**src/shared/sacr_map.svh**
```systemverilog
// register map, field positions, reset value and timing counts
`ifndef SACR_MAP_SVH
`define SACR_MAP_SVH

// byte offsets on the register port
`define SACR_OFS_IRQ_EN2    8'h9a
`define SACR_OFS_P0_CFG     8'h9e
`define SACR_OFS_IRQ_REQ2   8'hbf
`define SACR_OFS_MODE       8'hd2
`define SACR_OFS_RES_HI     8'hd3
`define SACR_OFS_RES_LO     8'hd4
`define SACR_OFS_REF_SEL    8'hd5

// mode register fields
`define SACR_MODE_EN_BIT    7
`define SACR_MODE_START_BIT 6
`define SACR_MODE_EOC_BIT   5

// result-low/config register fields
`define SACR_LO_GATE_BIT    6
`define SACR_LO_CKS_MSB     5
`define SACR_LO_CKS_LSB     4

// converter clock select codes
`define SACR_CKS_DIV16      2'h0
`define SACR_CKS_DIV8       2'h1
`define SACR_CKS_DIV1       2'h2
`define SACR_CKS_DIV2       2'h3

// last divider count for each code
`define SACR_DIV16_LAST     4'hf
`define SACR_DIV8_LAST      4'h7
`define SACR_DIV1_LAST      4'h0
`define SACR_DIV2_LAST      4'h1

// channel codes
`define SACR_CHS_LAST_EXT   4'h5
`define SACR_CHS_INTERNAL   4'h8

// conversion span: 16 periods of the converter clock divided by 4
`define SACR_CONV_PERIODS   16
`define SACR_CONV_PRESCALE  4
`define SACR_CONV_TICKS     (`SACR_CONV_PERIODS * `SACR_CONV_PRESCALE)
`define SACR_CONV_LAST      6'(`SACR_CONV_TICKS - 1)

// every state bit clears on reset
`define SACR_STATE_RST      '0

`endif

```
**src/shared/sacr_pkg.sv**
```systemverilog
// types shared by the converter control block
package sacr_pkg;

    // conversion sequencer, gray along idle -> convert
    typedef enum logic [1:0] {
        SACR_IDLE = 2'b00,
        SACR_CONV = 2'b01
    } sacr_fsm_e;

    // divider state
    typedef struct packed {
        logic [3:0] cnt;
    } sacr_div_s;

    // state of the control block apart from the divider count
    typedef struct packed {
        sacr_fsm_e   fsm;
        logic        enable;
        logic        start;
        logic        eoc;
        logic [3:0]  input_channel_select;
        logic        gate;
        logic [1:0]  cks;
        logic [11:0] result;
        logic [2:0]  reference_level_field;
        logic [5:0]  port0_pure_analog_bits;
        logic        irq_en;
        logic        irq_flag;
        logic [5:0]  tick_cnt;
        logic [7:0]  rdata;
        logic [5:0]  sync1;
        logic [5:0]  sync2;
        logic [5:0]  sync3;
        logic [5:0]  din;
        logic        irq;
        logic [5:0]  ain_sel;
        logic        int_sel;
        logic        ref_supply;
        logic [1:0]  int_level;
        logic        ref_ok;
        logic        run;
        logic        tick;
    } sacr_state_s;

endpackage : sacr_pkg

```
**src/shared/sacr_div_if.sv**
```systemverilog
// link between the sequencer and the converter clock divider
`timescale 1ns/1ps
interface sacr_div_if;
    logic       ce;   // clock enable
    logic       run;  // divider counts while high
    logic [1:0] sel;  // clock select code
    logic       tick; // one converter clock period elapsed

    modport ctl (output ce, output run, output sel, input tick);
    modport div (input ce, input run, input sel, output tick);
endinterface : sacr_div_if

```
**src/logic/sacr_clkdiv.sv**
```systemverilog
// converter clock divider, one tick per converter clock period
`timescale 1ns/1ps
`include "sacr_map.svh"
module sacr_clkdiv (
    input  wire logic rst_n_i,
    input  wire logic ref_clk_i,
    sacr_div_if.div   dv
);
    import sacr_pkg::*;

    sacr_div_s  st_r;   // registered state
    sacr_div_s  st_nxt; // next state
    logic [3:0] lim;    // last count of the selected division

    // division limit per select code
    function automatic logic [3:0] sacr_div_last(input logic [1:0] sel);
        case (sel)
            `SACR_CKS_DIV16: sacr_div_last = `SACR_DIV16_LAST;
            `SACR_CKS_DIV8:  sacr_div_last = `SACR_DIV8_LAST;
            `SACR_CKS_DIV1:  sacr_div_last = `SACR_DIV1_LAST;
            default:         sacr_div_last = `SACR_DIV2_LAST;
        endcase
    endfunction : sacr_div_last

    // tick on the last count; divider restarts whenever run drops
    // a count already past a newly lowered limit ticks at once, never wraps
    always_comb begin
        lim     = sacr_div_last(dv.sel);
        dv.tick = dv.run && (st_r.cnt >= lim);
        st_nxt  = st_r;
        if (dv.ce) begin
            if (!dv.run || dv.tick) begin
                st_nxt.cnt = 4'h0;
            end else begin
                st_nxt.cnt = st_r.cnt + 4'h1;
            end
        end
    end

    // state register
    always_ff @(posedge ref_clk_i or negedge rst_n_i) begin
        if (!rst_n_i) begin
            st_r <= `SACR_STATE_RST;
        end else begin
            st_r <= st_nxt;
        end
    end
endmodule : sacr_clkdiv

```
**src/logic/sacr_top.sv**
```systemverilog
// control and status registers of the 12-bit successive-approximation converter
//
// The plain strobed port was left to the implementer.
`timescale 1ns/1ps
`include "sacr_map.svh"
module sacr_top (
    input  wire logic        ref_clk_i,       // oscillator clock
    input  wire logic        rst_n_i,         // asynchronous system reset
    input  wire logic        clk_en_i,        // freezes all state while low
    input  wire logic [7:0]  reg_addr_i,      // register offset
    input  wire logic [7:0]  reg_wdata_i,     // write data
    input  wire logic        reg_wr_i,        // write strobe
    input  wire logic        reg_rd_i,        // read strobe
    output logic      [7:0]  reg_rdata_o,     // read data, cycle after strobe
    input  wire logic [11:0] conv_data_i,     // code from the analog core
    input  wire logic        irq_ack_i,       // processor enters service
    input  wire logic [5:0]  port0_pin_i,     // raw port 0 pin levels
    output logic      [5:0]  port0_din_o,     // digital input path
    output logic             irq_o,           // converter interrupt
    output logic      [5:0]  ain_sel_o,       // external input switches
    output logic             int_sel_o,       // internal level channel switch
    output logic             ref_supply_o,    // supply as high reference
    output logic      [1:0]  int_level_o,     // 0:2V 1:3V 2:4V
    output logic             ref_ok_o,        // reference code not reserved
    output logic             conv_run_o,      // analog core converting
    output logic             conv_tick_o      // converter clock period pulse
);
    import sacr_pkg::*;

    ////////////////////////////////////////////////////////////////////////
    // declarations

    sacr_state_s st_r;     // registered state
    sacr_state_s st_nxt;   // next state
    sacr_div_if  dv ();    // divider link
    logic        wr_mode;  // write to mode register
    logic        wr_lo;    // write to result-low/config
    logic        wr_ref;   // write to reference select
    logic        wr_p0;    // write to port 0 analog config
    logic        wr_ien;   // write to interrupt enable two
    logic        wr_irq;   // write to interrupt request two
    logic        go;       // accepted start request
    logic        done;     // last converter period of a conversion
    logic [6:0]  ch_dec;   // decoded channel switches
    logic [3:0]  ref_dec;  // decoded reference
    logic [6:0]  hp_ticks; // helper for the span check

    ////////////////////////////////////////////////////////////////////////
    // decode functions

    // {internal, external[5:0]} switches; none unless gated
    function automatic logic [6:0] sacr_chan(input logic [3:0] input_channel_select,
                                             input logic       gate);
        sacr_chan = 7'h00;
        if (gate) begin
            if (input_channel_select <= `SACR_CHS_LAST_EXT) begin
                sacr_chan[input_channel_select[2:0]] = 1'b1;
            end else if (input_channel_select == `SACR_CHS_INTERNAL) begin
                sacr_chan[6] = 1'b1;
            end
        end
    endfunction : sacr_chan

    // {valid, supply, level[1:0]} from the reference field
    function automatic logic [3:0] sacr_ref(input logic [2:0] reference_level_field);
        case (reference_level_field)
            3'h0:    sacr_ref = 4'h8; // internal 2V
            3'h1:    sacr_ref = 4'h9; // internal 3V
            3'h2:    sacr_ref = 4'ha; // internal 4V
            3'h4:    sacr_ref = 4'he; // supply, internal channel 4V
            3'h5:    sacr_ref = 4'hd; // supply, internal channel 3V
            3'h6:    sacr_ref = 4'hc; // supply, internal channel 2V
            default: sacr_ref = 4'h0; // reserved
        endcase
    endfunction : sacr_ref

    ////////////////////////////////////////////////////////////////////////
    // converter clock divider

    assign dv.ce  = clk_en_i;
    assign dv.run = (st_r.fsm == SACR_CONV);
    assign dv.sel = st_r.cks;

    sacr_clkdiv u_div (
        .rst_n_i   (rst_n_i),
        .ref_clk_i (ref_clk_i),
        .dv        (dv.div)
    );

    ////////////////////////////////////////////////////////////////////////
    // strobes and sequencer conditions

    // address decode of the write strobe
    always_comb begin
        wr_mode = reg_wr_i && (reg_addr_i == `SACR_OFS_MODE);
        wr_lo   = reg_wr_i && (reg_addr_i == `SACR_OFS_RES_LO);
        wr_ref  = reg_wr_i && (reg_addr_i == `SACR_OFS_REF_SEL);
        wr_p0   = reg_wr_i && (reg_addr_i == `SACR_OFS_P0_CFG);
        wr_ien  = reg_wr_i && (reg_addr_i == `SACR_OFS_IRQ_EN2);
        wr_irq  = reg_wr_i && (reg_addr_i == `SACR_OFS_IRQ_REQ2);
        // start needs the enable bit in the same write
        go      = wr_mode && reg_wdata_i[`SACR_MODE_START_BIT]
                  && reg_wdata_i[`SACR_MODE_EN_BIT];
        done    = (st_r.fsm == SACR_CONV) && dv.tick
                  && (st_r.tick_cnt == `SACR_CONV_LAST);
    end

    ////////////////////////////////////////////////////////////////////////
    // next state

    always_comb begin
        st_nxt = st_r;
        if (clk_en_i) begin
            // software writes; result bits have no write path
            if (wr_mode) begin
                st_nxt.enable = reg_wdata_i[`SACR_MODE_EN_BIT];
                st_nxt.input_channel_select    = reg_wdata_i[3:0];
                if (!reg_wdata_i[`SACR_MODE_EOC_BIT]) begin
                    st_nxt.eoc = 1'b0;
                end
            end
            if (wr_lo) begin
                st_nxt.gate = reg_wdata_i[`SACR_LO_GATE_BIT];
                st_nxt.cks  = reg_wdata_i[`SACR_LO_CKS_MSB:`SACR_LO_CKS_LSB];
            end
            if (wr_ref) begin
                st_nxt.reference_level_field = reg_wdata_i[2:0];
            end
            if (wr_p0) begin
                st_nxt.port0_pure_analog_bits = reg_wdata_i[5:0];
            end
            if (wr_ien) begin
                st_nxt.irq_en = reg_wdata_i[0];
            end
            if (wr_irq) begin
                st_nxt.irq_flag = reg_wdata_i[0];
            end
            // entering service clears the request
            if (irq_ack_i) begin
                st_nxt.irq_flag = 1'b0;
            end

            // conversion sequencer
            case (st_r.fsm)
                SACR_IDLE: begin
                    st_nxt.start = 1'b0;
                    if (go) begin
                        st_nxt.fsm      = SACR_CONV;
                        st_nxt.start    = 1'b1;
                        st_nxt.eoc      = 1'b0;
                        st_nxt.tick_cnt = 6'h00;
                    end
                end
                SACR_CONV: begin
                    // further start writes are ignored here
                    if (!st_nxt.enable) begin
                        // disable aborts without any completion flag
                        st_nxt.fsm      = SACR_IDLE;
                        st_nxt.start    = 1'b0;
                        st_nxt.tick_cnt = 6'h00;
                    end else if (done) begin
                        // set wins over a clear in the same cycle
                        st_nxt.fsm      = SACR_IDLE;
                        st_nxt.start    = 1'b0;
                        st_nxt.eoc      = 1'b1;
                        st_nxt.irq_flag = 1'b1;
                        st_nxt.result   = conv_data_i;
                        st_nxt.tick_cnt = 6'h00;
                    end else if (dv.tick) begin
                        st_nxt.tick_cnt = st_r.tick_cnt + 6'h01;
                    end
                end
                default: begin
                    st_nxt.fsm   = SACR_IDLE;
                    st_nxt.start = 1'b0;
                end
            endcase

            // pin synchroniser; a change counts once stages two and three agree
            st_nxt.sync1 = port0_pin_i;
            st_nxt.sync2 = st_r.sync1;
            st_nxt.sync3 = st_r.sync2;
            for (int i = 0; i < 6; i++) begin
                if (st_r.port0_pure_analog_bits[i]) begin
                    st_nxt.din[i] = 1'b0;
                end else if (st_r.sync2[i] == st_r.sync3[i]) begin
                    st_nxt.din[i] = st_r.sync3[i];
                end
            end

            // analog side controls follow the new register values
            ch_dec = sacr_chan(st_nxt.input_channel_select, st_nxt.gate);
            ref_dec = sacr_ref(st_nxt.reference_level_field);
            st_nxt.ain_sel    = ch_dec[5:0];
            st_nxt.int_sel    = ch_dec[6];
            st_nxt.ref_ok     = ref_dec[3];
            st_nxt.ref_supply = ref_dec[2];
            st_nxt.int_level  = ref_dec[1:0];
            st_nxt.irq        = st_nxt.irq_flag && st_nxt.irq_en;
            st_nxt.run        = (st_nxt.fsm == SACR_CONV);
            st_nxt.tick       = (st_r.fsm == SACR_CONV) && dv.tick;

            // read data stand only in the cycle after the strobe
            st_nxt.rdata = 8'h00;
            if (reg_rd_i) begin
                case (reg_addr_i)
                    `SACR_OFS_MODE:    st_nxt.rdata = {st_r.enable, st_r.start,
                                                       st_r.eoc, 1'b0, st_r.input_channel_select};
                    `SACR_OFS_RES_HI:  st_nxt.rdata = st_r.result[11:4];
                    `SACR_OFS_RES_LO:  st_nxt.rdata = {1'b0, st_r.gate, st_r.cks,
                                                       st_r.result[3:0]};
                    `SACR_OFS_REF_SEL: st_nxt.rdata = {5'h00, st_r.reference_level_field};
                    `SACR_OFS_P0_CFG:  st_nxt.rdata = {2'h0, st_r.port0_pure_analog_bits};
                    `SACR_OFS_IRQ_EN2: st_nxt.rdata = {7'h00, st_r.irq_en};
                    `SACR_OFS_IRQ_REQ2: st_nxt.rdata = {7'h00, st_r.irq_flag};
                    default:           st_nxt.rdata = 8'h00;
                endcase
            end
        end else begin
            ch_dec  = 7'h00;
            ref_dec = 4'h0;
        end
    end

    ////////////////////////////////////////////////////////////////////////
    // state register and outputs

    always_ff @(posedge ref_clk_i or negedge rst_n_i) begin
        if (!rst_n_i) begin
            st_r <= `SACR_STATE_RST;
        end else begin
            st_r <= st_nxt;
        end
    end

    // every output is a state bit
    assign reg_rdata_o  = st_r.rdata;
    assign port0_din_o  = st_r.din;
    assign irq_o        = st_r.irq;
    assign ain_sel_o    = st_r.ain_sel;
    assign int_sel_o    = st_r.int_sel;
    assign ref_supply_o = st_r.ref_supply;
    assign int_level_o  = st_r.int_level;
    assign ref_ok_o     = st_r.ref_ok;
    assign conv_run_o   = st_r.run;
    assign conv_tick_o  = st_r.tick;

    ////////////////////////////////////////////////////////////////////////
    // checks

    // converter periods since the last accepted start
    always_ff @(posedge ref_clk_i or negedge rst_n_i) begin
        if (!rst_n_i) begin
            hp_ticks <= 7'h00;
        end else if (clk_en_i) begin
            if (go && st_r.fsm == SACR_IDLE) begin
                hp_ticks <= 7'h00;
            end else if (dv.tick && st_r.fsm == SACR_CONV) begin
                hp_ticks <= hp_ticks + 7'h01;
            end
        end
    end
endmodule : sacr_top

```
**config.mk**
```make
export PLATFORM = sky130hd
export DESIGN_NAME = sacr_top
export DESIGN_NICKNAME = d
export VERILOG_FILES = /design/src/shared/sacr_pkg.sv /design/src/shared/sacr_div_if.sv /design/src/logic/sacr_clkdiv.sv /design/src/logic/sacr_top.sv
export VERILOG_INCLUDE_DIRS = /design/src /design/src/shared
export SDC_FILE = /design/constraint.sdc
export NUM_CORES = 1
export LEC_CHECK = 0
export BUFFER_PORTS_ARGS = -buffer_cell sky130_fd_sc_hd__buf_2
export CORE_ASPECT_RATIO = 1.1
export CORE_MARGIN = 2
export CORE_UTILIZATION = 55
export CTS_CLUSTER_DIAMETER = 80
export DETAILED_ROUTE_END_ITERATION = 12
export GPL_TIMING_DRIVEN = 0
export PLACE_DENSITY = 0.77
export SYNTH_ARGS = -nofsm -noshare
export SYNTH_HDL_FRONTEND = slang
export SYNTH_HIERARCHICAL = 1
export SYNTH_SLANG_ARGS = --single-unit
```
**constraint.sdc**
```tcl
create_clock -name ref_clk_i -period 7.4 [get_ports ref_clk_i]
set_clock_uncertainty 0.05 [all_clocks]
set_input_delay 0.37 -clock ref_clk_i [delete_from_list [all_inputs] [get_ports ref_clk_i]]
set_output_delay 0.37 -clock ref_clk_i [all_outputs]
set_load 0.02 [all_outputs]
```
==> results.cfg <==
[finish]
fillCellCount = 671
drive_above_1_share_pct = 37.5
stdcell_count = 602
antenna-diode-count = 0
post-route-util_pct = 65.0
syn2layout_area_growth_pct = 14.1
final_cell_mix = dfrtp_1 (91), buf_2 (64), mux2_2 (43)
layout_commonest_cell = dfrtp_1
nets = 532

[job]
max_cap_violations = 0

[clock_network]
cts.sinks = 91
postCtsResizedCells = 0
cts_tree = done
clock_path_buffers = 2
clk_pin_slew_ns = 0.09
cts-buffers-inserted = 9
cts_htree_levels = 3
worstSkewPairLatency_ns = 0.35
cts_root_buffer = clkbuf_8

[setup_path]
cp_cell_sequence = or2_2 -> ha_1 -> o211ai_1 -> o21ai_1 -> and2_1 -> and4_1 -> nand4_1 -> nor3_2 -> buf_6 -> mux2_4
slowest_stage = nor3_2
worstSetupEndpointType = flip-flop
timing.rr.end = st_r[63]$_DFFE_PN0P_
cp_max_fo = 10
crit_type = flip-flop to flip-flop
worstSetupStartpointType = flip-flop
crit_required_ns = 7.58
crit_family = simple AND/OR/NAND/NOR gates
critical_path_buf_inv_count = 1
reg2reg_depth = 10
worstPathArrival_ns = 3.34
max_stage_delay_ns = 0.44
r2r-start = dv.sel[1]$_DFFE_PN0P_
rrSetupSlack_ns = 4.24

[power]
p_switching_w = 0.000276
powerDensity_nw_per_um2 = 185
power.internal_w = 0.000733
p_clk_share_pct = 31.7
vdd_drop_max_uv = 140
p_leak_nw = 2.61
power_frac_seq_pct = 54.5
switching_share_pct = 27.4
p_comb_share_pct = 13.7

[floorplan]
start_util_pct = 56.9
core_area_um2 = 8410
die_h_um = 102
die_w_um = 93.0
rows = 35
dieArea_um2 = 9470
ios = 68

[routing]
wl_per_cell_um = 17.7
drt-total-wl_mm = 10.7
antenna_left = 0
drc = 0
dr.pass1.iters = 5
vias = 3493
drt_iter0_drc = 191
avgViaCountPerCell = 5.80

[grt]
grt_pass1_vias = 3394
grtUsageTotal_pct = 23.5
grt_pass1_wl_mm = 17.3
antenna_found_initial = 0
overflow = 0
grt_start_max_net_pins = 68

[timing]
finalSetupViolCount = 0
whs_ns = 0.186
worst_pin_slew_ns = 0.652
finalHoldViolCount = 0
timing.final.crit_share_pct = 42.7
finalWorstSetupSlack_ns = 4.24
fin_tns_setup_ns = 0
finalMaxSlewViolations = 0
rsz0062_at_grt = no
post-route-min-period_ns = 3.16
max_slew_margin_pct = 56.5
clock.fmax_mhz = 317

[logic_synthesis]
yosysWarnings = 6
synth_area_leaders = dfrtp_1 (48%), mux2_2 (10%), buf_4 (3.5%)
synth_area_um2 = 4790
synth_top_area_share_pct = 47.6
synthFlopType = dfrtp_1
ys_async_sr_fraction_pct = 100
synth_top_area_cell = dfrtp_1
ys_types = 64
synth_edf_count = 0
ys_ff_latch = 91
synth-seq-area-share_pct = 47.6
syn_avg_cell_area_um2 = 11.6
syn_inst = 411
synth.net_count = 457

[placed_design]
gp_congestion = 0.943
dp_cells = 585
numPortBuffers = 62
dp_slack_ns = 4.27
hpwl_mm = 7.79

[min_path]
hp-class = input port to flip-flop
min_to = st_r[65]$_DFFE_PN0P_
hold_path.startpoint = conv_data_i[2]
holdPathStages = 2

[status]
status = finished clean
## how the worst max path moves through the flow
| stage | from | to | slack [ns] | depth (start not counted) |
|---|---|---|---|---|
| 2_1_floorplan | dv.sel[1]$_DFFE_PN0P_ | st_r[63]$_DFFE_PN0P_ | 4.65 | 10 |
| 3_3_place_gp | dv.sel[1]$_DFFE_PN0P_ | st_r[66]$_DFFE_PN0P_ | 4.32 | 10 |
| 3_5_place_dp | dv.sel[1]$_DFFE_PN0P_ | st_r[71]$_DFFE_PN0P_ | 4.27 | 10 |
| 4_1_cts | dv.sel[1]$_DFFE_PN0P_ | st_r[63]$_DFFE_PN0P_ | 4.23 | 10 |
| 5_1_grt | dv.sel[1]$_DFFE_PN0P_ | st_r[63]$_DFFE_PN0P_ | 4.04 | 10 |
| 6_report | dv.sel[1]$_DFFE_PN0P_ | st_r[63]$_DFFE_PN0P_ | 4.24 | 10 |
## power by group through the flow
stage / sequential, W / clock [W] / combinational, W
2_1_floorplan: 0.000553 / 0 / 0.0000909
6_report: 0.000550 / 0.000320 / 0.000139
5_1_grt: 0.000555 / 0.000346 / 0.000152
3_5_place_dp: 0.000559 / 0 / 0.000139
4_1_cts: 0.000550 / 0.000326 / 0.000140
3_3_place_gp: 0.000557 / 0 / 0.000133
## sequential cells by signal, indices dropped and copies added, names as in the netlist
| name | count |
|---|---|
| u_div/st_r | 4 |
| port0_din_o | 6 |
| ref_supply_o | 1 |
| int_level_o | 2 |
| ain_sel_o | 6 |
| irq_o | 1 |
| reg_rdata_o | 8 |
| dv.sel | 2 |
| st_r | 57 |
| conv_run_o | 1 |
| ref_ok_o | 1 |
| int_sel_o | 1 |
| conv_tick_o | 1 |
## routing by layer
metal | wire [um] | part of all wire, % | up-vias | global-route usage, %
met1 | 5000 | 47 | 1719 | 33.2
met4 | 200 | 1.9 | 0 | 8.60
met3 | 476 | 4.5 | 17 | 4.20
li1 | - | - | 1653 | -
met5 | 0 | 0 | - | 0
met2 | 5000 | 47 | 104 | 36.7
## metrics by stage
step,total power (W),instance area [um^2]
global route,0.00105,5460
detailed placement,0.000698,5270
floorplan,0.000644,4790
CTS,0.00102,5460
finish,0.00101,5460
global placement,0.000690,5240
## synth_stat cells (all sizes together) (4+ instances only)
library cell / n
dfrtp: 91
mux2: 53
buf: 32
nand2: 29
a22oi: 14
inv: 14
o2bb2ai: 14
nor3: 13
o21ai: 13
a22o: 11
nor2: 11
nor4: 10
a21oi: 8
nand3: 8
a21o: 7
clkbuf: 7
mux2i: 7
nand2b: 7
ha: 6
and3: 4
nand4: 4
nor3b: 4
## cells by family (layout without fill, tap and decap cells)
logic type	after synthesis	count (layout)	synth area share [%]
AO/OA/AOI/OAI	90	90	14.4
XOR/XNOR	3	3	0.549
adder cells (fa/ha/maj)	6	6	1.57
buffers and inverters	54	134	6.66
flip-flops	91	91	47.6
multiplexers	60	60	14.8
AND/OR/NAND/NOR	107	107	14.4
## what timing repair did
action / in CTS / in global routing
hold endpoints to repair: 24 / 0
setup endpoints to repair: 0 / 0
buffers inserted: 0 / 0
hold buffers: 1 / 0
## layout make-up
type	instances	area (um^2)	area share, %
well taps	111	139	2.54
clock inverters	5	36.3	0.664
inverters	15	56.3	1.03
plain buffers	39	263	4.81
multi-input cells	266	2190	40.1
repair buffers	64	350	6.41
clock buffers	11	151	2.77
flip-flops and latches	91	2280	41.7
Power figures use the tool's default switching activity.
